### src/design/msc_pkg.sv
/*
  Constants for the interrupt-message capability and configuration access block.
  Assumes dword-aligned configuration accesses with a 12-bit byte address.
*/
// What this block does
// - Interrupt-message capability next pointer always reads zero, last in list.
// - Interrupt messages go out only while the enable bit is one; resets zero.
// - Requested message count field is read-only zero, one message.
// - Exactly one message is used whatever the granted-count field holds.
// - Wide address capable bit reads as a fixed one.
// - Lower message address is writable above bit 1; bits 1:0 read zero.
// - Every interrupt message is forwarded out through the upstream port.
// - Non-zero upper address gives a 64-bit message address.
// - Zero upper address gives a 32-bit address from the lower field only.
// - Writable 16-bit payload forms the message data; upper register half reads zero.
// - Subsystem identification header low byte reads fixed 0xD.
// - Lockable writable card maker low half and card product high half, reset zero.
// - Pointer register-number field selects the dword register for indirect access.
// - Pointer four-bit page field selects the extended page; upper bits read zero.
// - Window accesses read or update the pointed register with the access byte enables.
// - Pointer aimed at the window itself makes window reads zero and writes ignored.
package msc_pkg;
  localparam int          ADDR_W        = 12;
  localparam logic [11:0] OFS_MSI_CAP   = 12'h0D0;
  localparam logic [11:0] OFS_MSI_LO    = 12'h0D4;
  localparam logic [11:0] OFS_MSI_HI    = 12'h0D8;
  localparam logic [11:0] OFS_MSI_DATA  = 12'h0DC;
  localparam logic [11:0] OFS_SUBS_CAP  = 12'h0F0;
  localparam logic [11:0] OFS_SUBS_VAL  = 12'h0F4;
  localparam logic [11:0] OFS_IND_PTR   = 12'h0F8;
  localparam logic [11:0] OFS_IND_WIN   = 12'h0FC;
  localparam logic [7:0]  MSI_CAP_ID    = 8'h05;
  localparam logic [7:0]  SUBS_CAP_ID   = 8'h0D;
  localparam logic [7:0]  NEXT_CAP_LINK = 8'h00;
  localparam logic [2:0]  MSG_CAPABLE   = 3'h0;
  localparam logic        WIDE_CAPABLE  = 1'b1;
  localparam int          EN_BIT        = 16;
  localparam int          MMC_LSB       = 17;
  localparam int          GRANT_LSB     = 20;
  localparam int          WIDE_BIT      = 23;
  localparam int          NXT_LSB       = 8;
  localparam int          ADDR_LSB      = 2;
  localparam int          REG_LSB       = 2;
  localparam int          REG_W         = 6;
  localparam int          PAGE_LSB      = 8;
  localparam int          PAGE_W        = 4;
  localparam int          PAYLOAD_W     = 16;
  localparam logic [31:0] RST_ZERO      = 32'h0000_0000;
  typedef enum logic {MSC_IDLE, MSC_SEND} msc_state_e;
endpackage : msc_pkg

### src/design/msc_cfg_block.sv
/*
  Configuration registers for the interrupt-message capability, the subsystem
  identification capability and the indirect configuration access pair.
  Assumes one configuration request per cycle at most and a message sink that
  acknowledges each request.
*/
`timescale 1ns/1ps
`default_nettype none
module msc_cfg_block (
  input  wire logic                      i_clock,
  input  wire logic                      i_nrst,
  input  wire logic                      i_clk_en,
  input  wire logic                      i_cfg_req,
  input  wire logic                      i_cfg_wr,
  input  wire logic [msc_pkg::ADDR_W-1:0] i_cfg_addr,
  input  wire logic [3:0]                i_cfg_be,
  input  wire logic [31:0]               i_cfg_wdata,
  input  wire logic                      i_cfg_lock,
  output var  logic                      o_cfg_ack,
  output var  logic [31:0]               o_cfg_rdata,
  input  wire logic                      i_msi_event,
  input  wire logic                      i_msi_ack,
  output var  logic                      o_msi_req,
  output var  logic [63:0]               o_msi_addr,
  output var  logic                      o_msi_wide,
  output var  logic [31:0]               o_msi_data,
  output var  logic                      o_msi_upstream
);
  import msc_pkg::*;

  // ****************************************
  // Register state
  // ****************************************
  logic                  msi_en;
  logic [2:0]            multi_msg_granted;
  logic [31:ADDR_LSB]    msg_address_low_reg;
  logic [31:0]           upper_msg_address;
  logic [PAYLOAD_W-1:0]  msg_payload;
  logic [15:0]           card_maker_code;
  logic [15:0]           card_product_code;
  logic [REG_W-1:0]      cfg_reg_index;
  logic [PAGE_W-1:0]     cfg_ext_page_index;
  logic                  next_msi_en;
  logic [2:0]            next_multi_msg_granted;
  logic [31:ADDR_LSB]    next_msg_address_low_reg;
  logic [31:0]           next_upper_msg_address;
  logic [PAYLOAD_W-1:0]  next_msg_payload;
  logic [15:0]           next_card_maker_code;
  logic [15:0]           next_card_product_code;
  logic [REG_W-1:0]      next_cfg_reg_index;
  logic [PAGE_W-1:0]     next_cfg_ext_page_index;
  logic                  next_cfg_ack;
  logic [31:0]           next_cfg_rdata;
  logic [11:0]           dw_addr;
  logic [11:0]           ptr_addr;
  logic [11:0]           eff_addr;
  logic                  win_blocked;
  logic [31:0]           cur_val;
  logic [31:0]           merged;

  function automatic logic [31:0] be_merge(input logic [31:0] old_v, input logic [31:0] new_v,
                                           input logic [3:0] be);
    logic [31:0] r;
    r = old_v;
    for (int k = 0; k < 4; k++) begin
      if (be[k]) begin
        r[8*k +: 8] = new_v[8*k +: 8];
      end
    end
    return r;
  endfunction : be_merge

  // ****************************************
  // Register access
  // ****************************************
  always_comb begin
    dw_addr     = {i_cfg_addr[11:2], 2'b00};
    ptr_addr    = {cfg_ext_page_index, cfg_reg_index, 2'b00};
    eff_addr    = (dw_addr == OFS_IND_WIN) ? ptr_addr : dw_addr;
    win_blocked = (dw_addr == OFS_IND_WIN) && (ptr_addr == OFS_IND_WIN);
    case (eff_addr)
      OFS_MSI_CAP:  cur_val = {8'h00, WIDE_CAPABLE, multi_msg_granted, MSG_CAPABLE, msi_en,
                               NEXT_CAP_LINK, MSI_CAP_ID};
      OFS_MSI_LO:   cur_val = {msg_address_low_reg, 2'b00};
      OFS_MSI_HI:   cur_val = upper_msg_address;
      OFS_MSI_DATA: cur_val = {16'h0000, msg_payload};
      OFS_SUBS_CAP: cur_val = {16'h0000, NEXT_CAP_LINK, SUBS_CAP_ID};
      OFS_SUBS_VAL: cur_val = {card_product_code, card_maker_code};
      OFS_IND_PTR:  cur_val = {20'h00000, cfg_ext_page_index, cfg_reg_index, 2'b00};
      default:      cur_val = RST_ZERO;
    endcase
    merged                   = be_merge(cur_val, i_cfg_wdata, i_cfg_be);
    next_msi_en              = msi_en;
    next_multi_msg_granted   = multi_msg_granted;
    next_msg_address_low_reg = msg_address_low_reg;
    next_upper_msg_address   = upper_msg_address;
    next_msg_payload         = msg_payload;
    next_card_maker_code     = card_maker_code;
    next_card_product_code   = card_product_code;
    next_cfg_reg_index       = cfg_reg_index;
    next_cfg_ext_page_index  = cfg_ext_page_index;
    next_cfg_ack             = i_cfg_req;
    next_cfg_rdata           = (i_cfg_req && !i_cfg_wr) ? cur_val : RST_ZERO;
    if (i_cfg_req && i_cfg_wr && !win_blocked) begin
      case (eff_addr)
        OFS_MSI_CAP: begin
          next_msi_en            = merged[EN_BIT];
          next_multi_msg_granted = merged[GRANT_LSB +: 3];
        end
        OFS_MSI_LO:   next_msg_address_low_reg = merged[31:ADDR_LSB];
        OFS_MSI_HI:   next_upper_msg_address   = merged;
        OFS_MSI_DATA: next_msg_payload         = merged[PAYLOAD_W-1:0];
        OFS_SUBS_VAL: begin
          if (!i_cfg_lock) begin
            next_card_maker_code   = merged[15:0];
            next_card_product_code = merged[31:16];
          end
        end
        OFS_IND_PTR: begin
          next_cfg_reg_index      = merged[REG_LSB +: REG_W];
          next_cfg_ext_page_index = merged[PAGE_LSB +: PAGE_W];
        end
        default: next_msi_en = msi_en;
      endcase
    end
  end

  always_ff @(posedge i_clock or negedge i_nrst) begin
    if (!i_nrst) begin
      msi_en              <= 1'b0;
      multi_msg_granted   <= 3'h0;
      msg_address_low_reg <= RST_ZERO[31:ADDR_LSB];
      upper_msg_address   <= RST_ZERO;
      msg_payload         <= RST_ZERO[PAYLOAD_W-1:0];
      card_maker_code     <= RST_ZERO[15:0];
      card_product_code   <= RST_ZERO[15:0];
      cfg_reg_index       <= RST_ZERO[REG_W-1:0];
      cfg_ext_page_index  <= RST_ZERO[PAGE_W-1:0];
      o_cfg_ack           <= 1'b0;
      o_cfg_rdata         <= RST_ZERO;
    end else if (i_clk_en) begin
      msi_en              <= next_msi_en;
      multi_msg_granted   <= next_multi_msg_granted;
      msg_address_low_reg <= next_msg_address_low_reg;
      upper_msg_address   <= next_upper_msg_address;
      msg_payload         <= next_msg_payload;
      card_maker_code     <= next_card_maker_code;
      card_product_code   <= next_card_product_code;
      cfg_reg_index       <= next_cfg_reg_index;
      cfg_ext_page_index  <= next_cfg_ext_page_index;
      o_cfg_ack           <= next_cfg_ack;
      o_cfg_rdata         <= next_cfg_rdata;
    end
  end

  // ****************************************
  // Interrupt message issue
  // ****************************************
  msc_state_e  state;
  msc_state_e  next_state;
  logic        pend;
  logic        next_pend;
  logic        next_msi_req;
  logic [63:0] next_msi_addr;
  logic        next_msi_wide;
  logic [31:0] next_msi_data;
  logic        wide_now;

  always_comb begin
    wide_now      = (upper_msg_address != RST_ZERO);
    next_state    = state;
    next_pend     = pend;
    next_msi_req  = o_msi_req;
    next_msi_addr = o_msi_addr;
    next_msi_wide = o_msi_wide;
    next_msi_data = o_msi_data;
    case (state)
      MSC_IDLE: begin
        if (msi_en && (i_msi_event || pend)) begin
          next_state    = MSC_SEND;
          next_msi_req  = 1'b1;
          next_pend     = pend && i_msi_event;
          next_msi_wide = wide_now;
          next_msi_addr = wide_now ? {upper_msg_address, msg_address_low_reg, 2'b00}
                                   : {32'h0000_0000, msg_address_low_reg, 2'b00};
          next_msi_data = {16'h0000, msg_payload};
        end
      end
      MSC_SEND: begin
        if (i_msi_event && msi_en) begin
          next_pend = 1'b1;
        end
        if (i_msi_ack) begin
          next_state   = MSC_IDLE;
          next_msi_req = 1'b0;
        end
      end
      default: next_state = MSC_IDLE;
    endcase
  end

  always_ff @(posedge i_clock or negedge i_nrst) begin
    if (!i_nrst) begin
      state          <= MSC_IDLE;
      pend           <= 1'b0;
      o_msi_req      <= 1'b0;
      o_msi_addr     <= 64'h0000_0000_0000_0000;
      o_msi_wide     <= 1'b0;
      o_msi_data     <= RST_ZERO;
      o_msi_upstream <= 1'b0;
    end else if (i_clk_en) begin
      state          <= next_state;
      pend           <= next_pend;
      o_msi_req      <= next_msi_req;
      o_msi_addr     <= next_msi_addr;
      o_msi_wide     <= next_msi_wide;
      o_msi_data     <= next_msi_data;
      o_msi_upstream <= 1'b1;
    end
  end

  logic rd_go;
  assign rd_go = i_cfg_req && !i_cfg_wr && i_clk_en;
endmodule : msc_cfg_block
`default_nettype wire

### config.mk
export PLATFORM = sky130hd
export DESIGN_NAME = msc_cfg_block
export DESIGN_NICKNAME = d
export VERILOG_FILES = /design/src/design/msc_pkg.sv /design/src/design/msc_cfg_block.sv
export SDC_FILE = /design/constraint.sdc
export NUM_CORES = 1
export LEC_CHECK = 0
export BUFFER_PORTS_ARGS = -buffer_cell sky130_fd_sc_hd__buf_2
export CORE_MARGIN = 2
export CORE_UTILIZATION = 55
export DETAILED_ROUTE_END_ITERATION = 6
export PLACE_DENSITY_LB_ADDON = 0.25
export REMOVE_ABC_BUFFERS = 1
export SKIP_LAST_GASP = 1
export SYNTH_ARGS = -nofsm -noshare
export SYNTH_HDL_FRONTEND = slang
export SYNTH_SLANG_ARGS = --single-unit
### constraint.sdc
create_clock -name i_clock -period 5 [get_ports i_clock]
set_input_delay 0 -clock i_clock [delete_from_list [all_inputs] [get_ports i_clock]]
set_output_delay 0 -clock i_clock [all_outputs]
set_load 0.01 [all_outputs]
---- After elaboration in Yosys (flattened, before gate mapping) ----
Index checks and enable logic that the tools add are counted.
Widths: inputs -> output; s select.
storage, ports and cells
  logic and storage cells ................. 69
  input bits .............................. 56
  output and inout port bits .............. 132
  register bits after elaboration ......... 242
cells by class
  reductions and logical operators ........ 20
  equality and inequality tests ........... 12
  bitwise logic cells ..................... 2
  mux-type cells .......................... 17
operator list
  cell                 number
  $pmux 32 s7          1
  $eq 12x8->1 const B  7
  $mux 64              1
  $mux 32              1
  $mux 8               4
  $reduce_bool 32->1   1
  $reduce_and 3->1     8
  $eq 10x6->1 const B  2
  $mux 12              1
  $logic_and 1x1->1    7
  $mux 1               6
  $pmux 1 s2           3
  $ne 2x2->1 const B   2
  $reduce_and 4->1     1
  $logic_not 1->1      2
  $ne 2x1->1 const B   1
  $not 1->1            2
  $logic_or 1x1->1     1

---- Longest topological paths before layout ----
  word-level depth ........................ 5
  gate-level depth with buffers ........... 10
  depth with buffers taken out ............ 6

---- Worst setup path after synthesis ----
Ideal clock, no wire load.
  path type ............................... flip-flop to flip-flop
  start point ............................. register cfg_ext_page_index[0]
  end point ............................... register card_maker_code[0]
  setup slack ............................. 2.779 ns
  setup time .............................. 0.125 ns
  data arrival time ....................... 2.097 ns
  path buffers ............................ 1
  clock period less this slack ............ 2.221 ns
  required time ........................... 4.875 ns
  cell stages (with the launch flop) ...... 7
  cell sequence ........................... dfrtp_1 or3b_2 nor4_1 a31oi_1 nand3b_1 buf_2 mux2_2
on the way
  longest elaborated chain between the ends .. 5
  elaborated cells on any way between the ends .. 15
  classes of those cells .................. eq/ne: 8; mux: 3; reduce/logical: 4
RTL lines
  element                                              line                  text
  start, declared                                      msc_cfg_block.sv:42   logic [PAGE_W-1:0] cfg_ext_page_index;
  start signal, assigned                               msc_cfg_block.sv:138  cfg_ext_page_index <= RST_ZERO[PAGE_W-1:0];
  start signal, assigned                               msc_cfg_block.sv:150  cfg_ext_page_index <= next_cfg_ext_page_index;
  branches (longest 5 deep; another with $pmux 32 s7)  --
  end signal, assigned                                 msc_cfg_block.sv:135  card_maker_code <= RST_ZERO[15:0];
  end signal, assigned                                 msc_cfg_block.sv:147  card_maker_code <= next_card_maker_code;
  end, declared                                        msc_cfg_block.sv:39   logic [15:0] card_maker_code;
Several ways; the timed one is not identified.
A chain may end at the register's enable or synchronous reset.

---- Final worst setup path ----
Same ends and word-level chain as after synthesis.

==> results.py <==
metrics = {
    "logic_synthesis": {
        "synthCells": 1044,
        "synth_area_mm2": 0.0108,
        "synth_edf_count": 0,
        "synth_ff_type": "dfrtp_1",
        "yosysWarnings": 0,
        "async_flop_share": 1.00,
        "synth-seq-area-share": 0.557,
        "syn_area_per_cell_um2": 10.3,
        "ys_ff_latch": 240,
        "synth_cell_types": 65,
    },
    "floorplanning": {
        "die-area_mm2": 0.0208,
        "ios": 188,
        "core_area_mm2": 0.0193,
        "num_rows": 51,
        "fp.dieW_um": 144,
        "die_height_um": 144,
        "start_util": 0.558,
    },
    "global_routing": {
        "grt_pass1_wl_um": 46900,
        "first_global_vias": 8496,
        "grt_max_degree": 136,
        "grt_usage": 0.291,
        "antenna_found_initial": 0,
        "grt-ovfl-total": 0,
    },
    "routing": {
        "vias": 8804,
        "drt-pass1-iter-count": 5,
        "drt_first_iter_violations": 754,
        "drc": 0,
        "ant_nets": 0,
        "wl_per_cell_um": 19.7,
        "drt-total-wl_um": 29600,
        "avgViaCountPerCell": 5.86,
    },
    "power": {
        "pwr_density_cell_mw_per_mm2": 307,
        "finalPower_mw": 3.94,
        "peakVddDrop_mv": 0.262,
        "power.leakage_nw": 6.33,
    },
    "sta": {
        "skew_ns": 0.0199,
        "setup_viol": 0,
        "fmax_mhz": 305,
        "slew_headroom": 0.233,
        "fin_crit_ns": 3.28,
        "rsz0062_at_grt": "false",
        "hold_viol": 0,
        "final_max_slew_viol_count": 0,
        "finalCritPeriodShare": 0.656,
        "final.setup.tns_ns": 0,
        "tightest_slew_ns": 1.15,
    },
    "clocking": {
        "cts-root-buf": "clkbuf_16",
        "clkTransAtPathRegs_ns": 0.07,
        "numClockSinks": 240,
        "cts_tree": "yes",
        "postCtsSetupBuffers": 0,
        "clockBufferDepth": 3,
        "cts_buffers": 25,
        "ctsHtreeMaxLevel": 1,
        "clock_latency_ns": 0.53,
    },
    "worst_setup_path": {
        "cp-end-kind": "flop",
        "reg2reg_depth": 6,
        "path_max_fanout": 32,
        "path_cells": "or3b_2 > nor4_1 > a31oi_1 > nand3b_1 > buf_4 > mux2_2",
        "cp.arrival_ns": 3.68,
        "critPathLaunchType": "flop",
        "slowest_delay_ns": 0.67,
        "required_ns": 5.40,
        "critPathKind": "reg -> reg",
        "crit_slowest_cell": "nand3b_1",
    },
    "placed_design": {
        "dpl.hpwl_um": 18800,
        "portBuffers": 167,
        "place.gp.congestion": 0.902,
        "placement.cell_area_mm2": 0.0117,
    },
    "run": {
        "drv_cap": 0,
    },
    "final_layout": {
        "drive_gt1_frac": 0.219,
        "final_area_mm2": 0.0129,
        "diodes": 0,
        "largest_register_ffs": 62,
        "regMostFlops": "o_msi_addr",
        "nets": 1278,
        "area_growth_pct": 19.2,
        "top_regs": "o_msi_addr: 62 flops, o_cfg_rdata: 32 flops, upper_msg_address: 32 flops",
    },
    "outcome": {
        "status": "complete, no violations",
    },
    "min_path": {
        "min_path_type": "in -> reg",
        "hold_depth": 3,
    },
}
## area by class of cell
| class | count | area [µm²] |
|---|---|---|
| well taps | 265 | 332 |
| flip-flops and latches | 240 | 6010 |
| clock buffers | 33 | 676 |
| fillers | 1532 | 6470 |
| inverters | 10 | 37.5 |
| repair buffers | 215 | 1300 |
| clock inverters | 10 | 104 |
| multi-input cells | 730 | 4410 |
## cell families after synthesis
| logic type | synth area share |
|---|---|
| mux | 0.0281 |
| compound gates | 0.206 |
| other cells | 0.000347 |
| simple gates | 0.166 |
| flops | 0.557 |
| buf+inv | 0.0430 |
## cell usage after synthesis (all sizes together) (3+ instances only)
cell,count,share of area
a22o,49,0.040
or3b,3,0.0024
a221oi,3,0.0024
dfrtp,240,0.56
or3,3,0.0022
nor3,7,0.0043
nand2,266,0.093
and2,13,0.0075
mux2,26,0.027
nand3,7,0.0037
a222oi,8,0.0074
inv,10,0.0035
a2111oi,3,0.0065
nor2b,12,0.0070
a21oi,22,0.011
nand2b,16,0.0093
clkbuf,39,0.014
a221o,4,0.0037
o31ai,42,0.032
nand4,5,0.0035
a211oi,10,0.0070
nor4b,3,0.0024
nor2,24,0.0083
and3,4,0.0023
o2bb2ai,31,0.025
a32o,4,0.0037
o211ai,6,0.0046
buf,42,0.026
a32oi,3,0.0024
nor4,10,0.0058
a21o,6,0.0042
nand3b,3,0.0021
nor3b,4,0.0046
o21ai,87,0.040
a31oi,4,0.0023
## stage by stage
stage | instances | worst slack, ns | hold slack, ns | utilization
2_1_floorplan | 980 | 1.39 | -0.296 | -
3_3_place_gp | 1422 | 1.85 | 0.195 | 0.605
3_5_place_dp | 1422 | 1.78 | 0.195 | 0.605
4_1_cts | 1503 | 1.77 | 0.0165 | 0.665
5_1_grt | 1503 | 1.58 | 0.0375 | 0.665
6_report | 1503 | 1.72 | 0.0328 | 0.665
## final timing paths
| check | startpoint | to | slack, ns |
|---|---|---|---|
| max in group asynchronous | i_nrst | o_msi_upstream | 3.45 |
| worst min-delay path | i_cfg_wdata[2] | msg_payload[2] | 0.03 |
| worst max register to register | cfg_ext_page_index[0] | card_maker_code[0] | 1.72 |
| worst max-delay path | cfg_ext_page_index[0] | card_maker_code[0] | 1.72 |
| min in group asynchronous | i_nrst | card_maker_code[5] | 0.15 |
| worst min register to register | o_msi_addr[10] | o_msi_addr[10] | 0.47 |
## cells in the final DEF, fill, tap and decap left out, types with 4 or more instances in the layout
cell type,netlist,final
dlygate4sd3_1,0,38
o2bb2ai_1,31,31
a22o_1,49,49
o21ai_1,18,18
a31oi_1,4,4
nand2_1,266,264
nor2b_1,12,12
a222oi_1,8,8
buf_4,19,10
conb_1,1,18
o31ai_1,39,39
a211oi_1,10,10
nand2b_1,16,16
nor3_1,6,5
a21oi_1,19,19
o211ai_1,5,5
nor4_1,10,10
a221o_1,4,4
o21ai_0,69,69
and2_1,13,13
inv_1,10,10
clkbuf_16,0,25
clkinvlp_4,0,4
dfrtp_1,240,240
and3_1,4,4
buf_2,17,166
nand4_1,4,4
mux2_2,26,26
nor2_1,24,23
a21o_1,6,6
clkbuf_1,39,6
a32o_1,4,4
nand3_1,6,6
## critical path: cells and delay by family (launching register included)
family	cells	cell delay (ns)
and+or+nand+nor	3	1.53
buffers and inverters	1	0.49
DFF	1	0.41
muxes	1	0.38
AOI/OAI and AO/OA	1	0.32
## metal layers
metal  wire length [µm]  track usage
met1              12700        0.416
met2              13900        0.468
met3               2190       0.0430
met4                724       0.0789
met5                  0            0
## what timing repair did
| action | in CTS | in global routing |
|---|---|---|
| hold endpoints to repair | 235 | 0 |
| hold buffers | 38 | 0 |
| resized for setup | 0 | 0 |
## power breakdown
group | internal [mW] | switching, mW
Clock | 1.01 | 0.787
Combinational | 0.0644 | 0.132
Sequential | 1.95 | 0.00355
(Power assumes the default switching activity.)
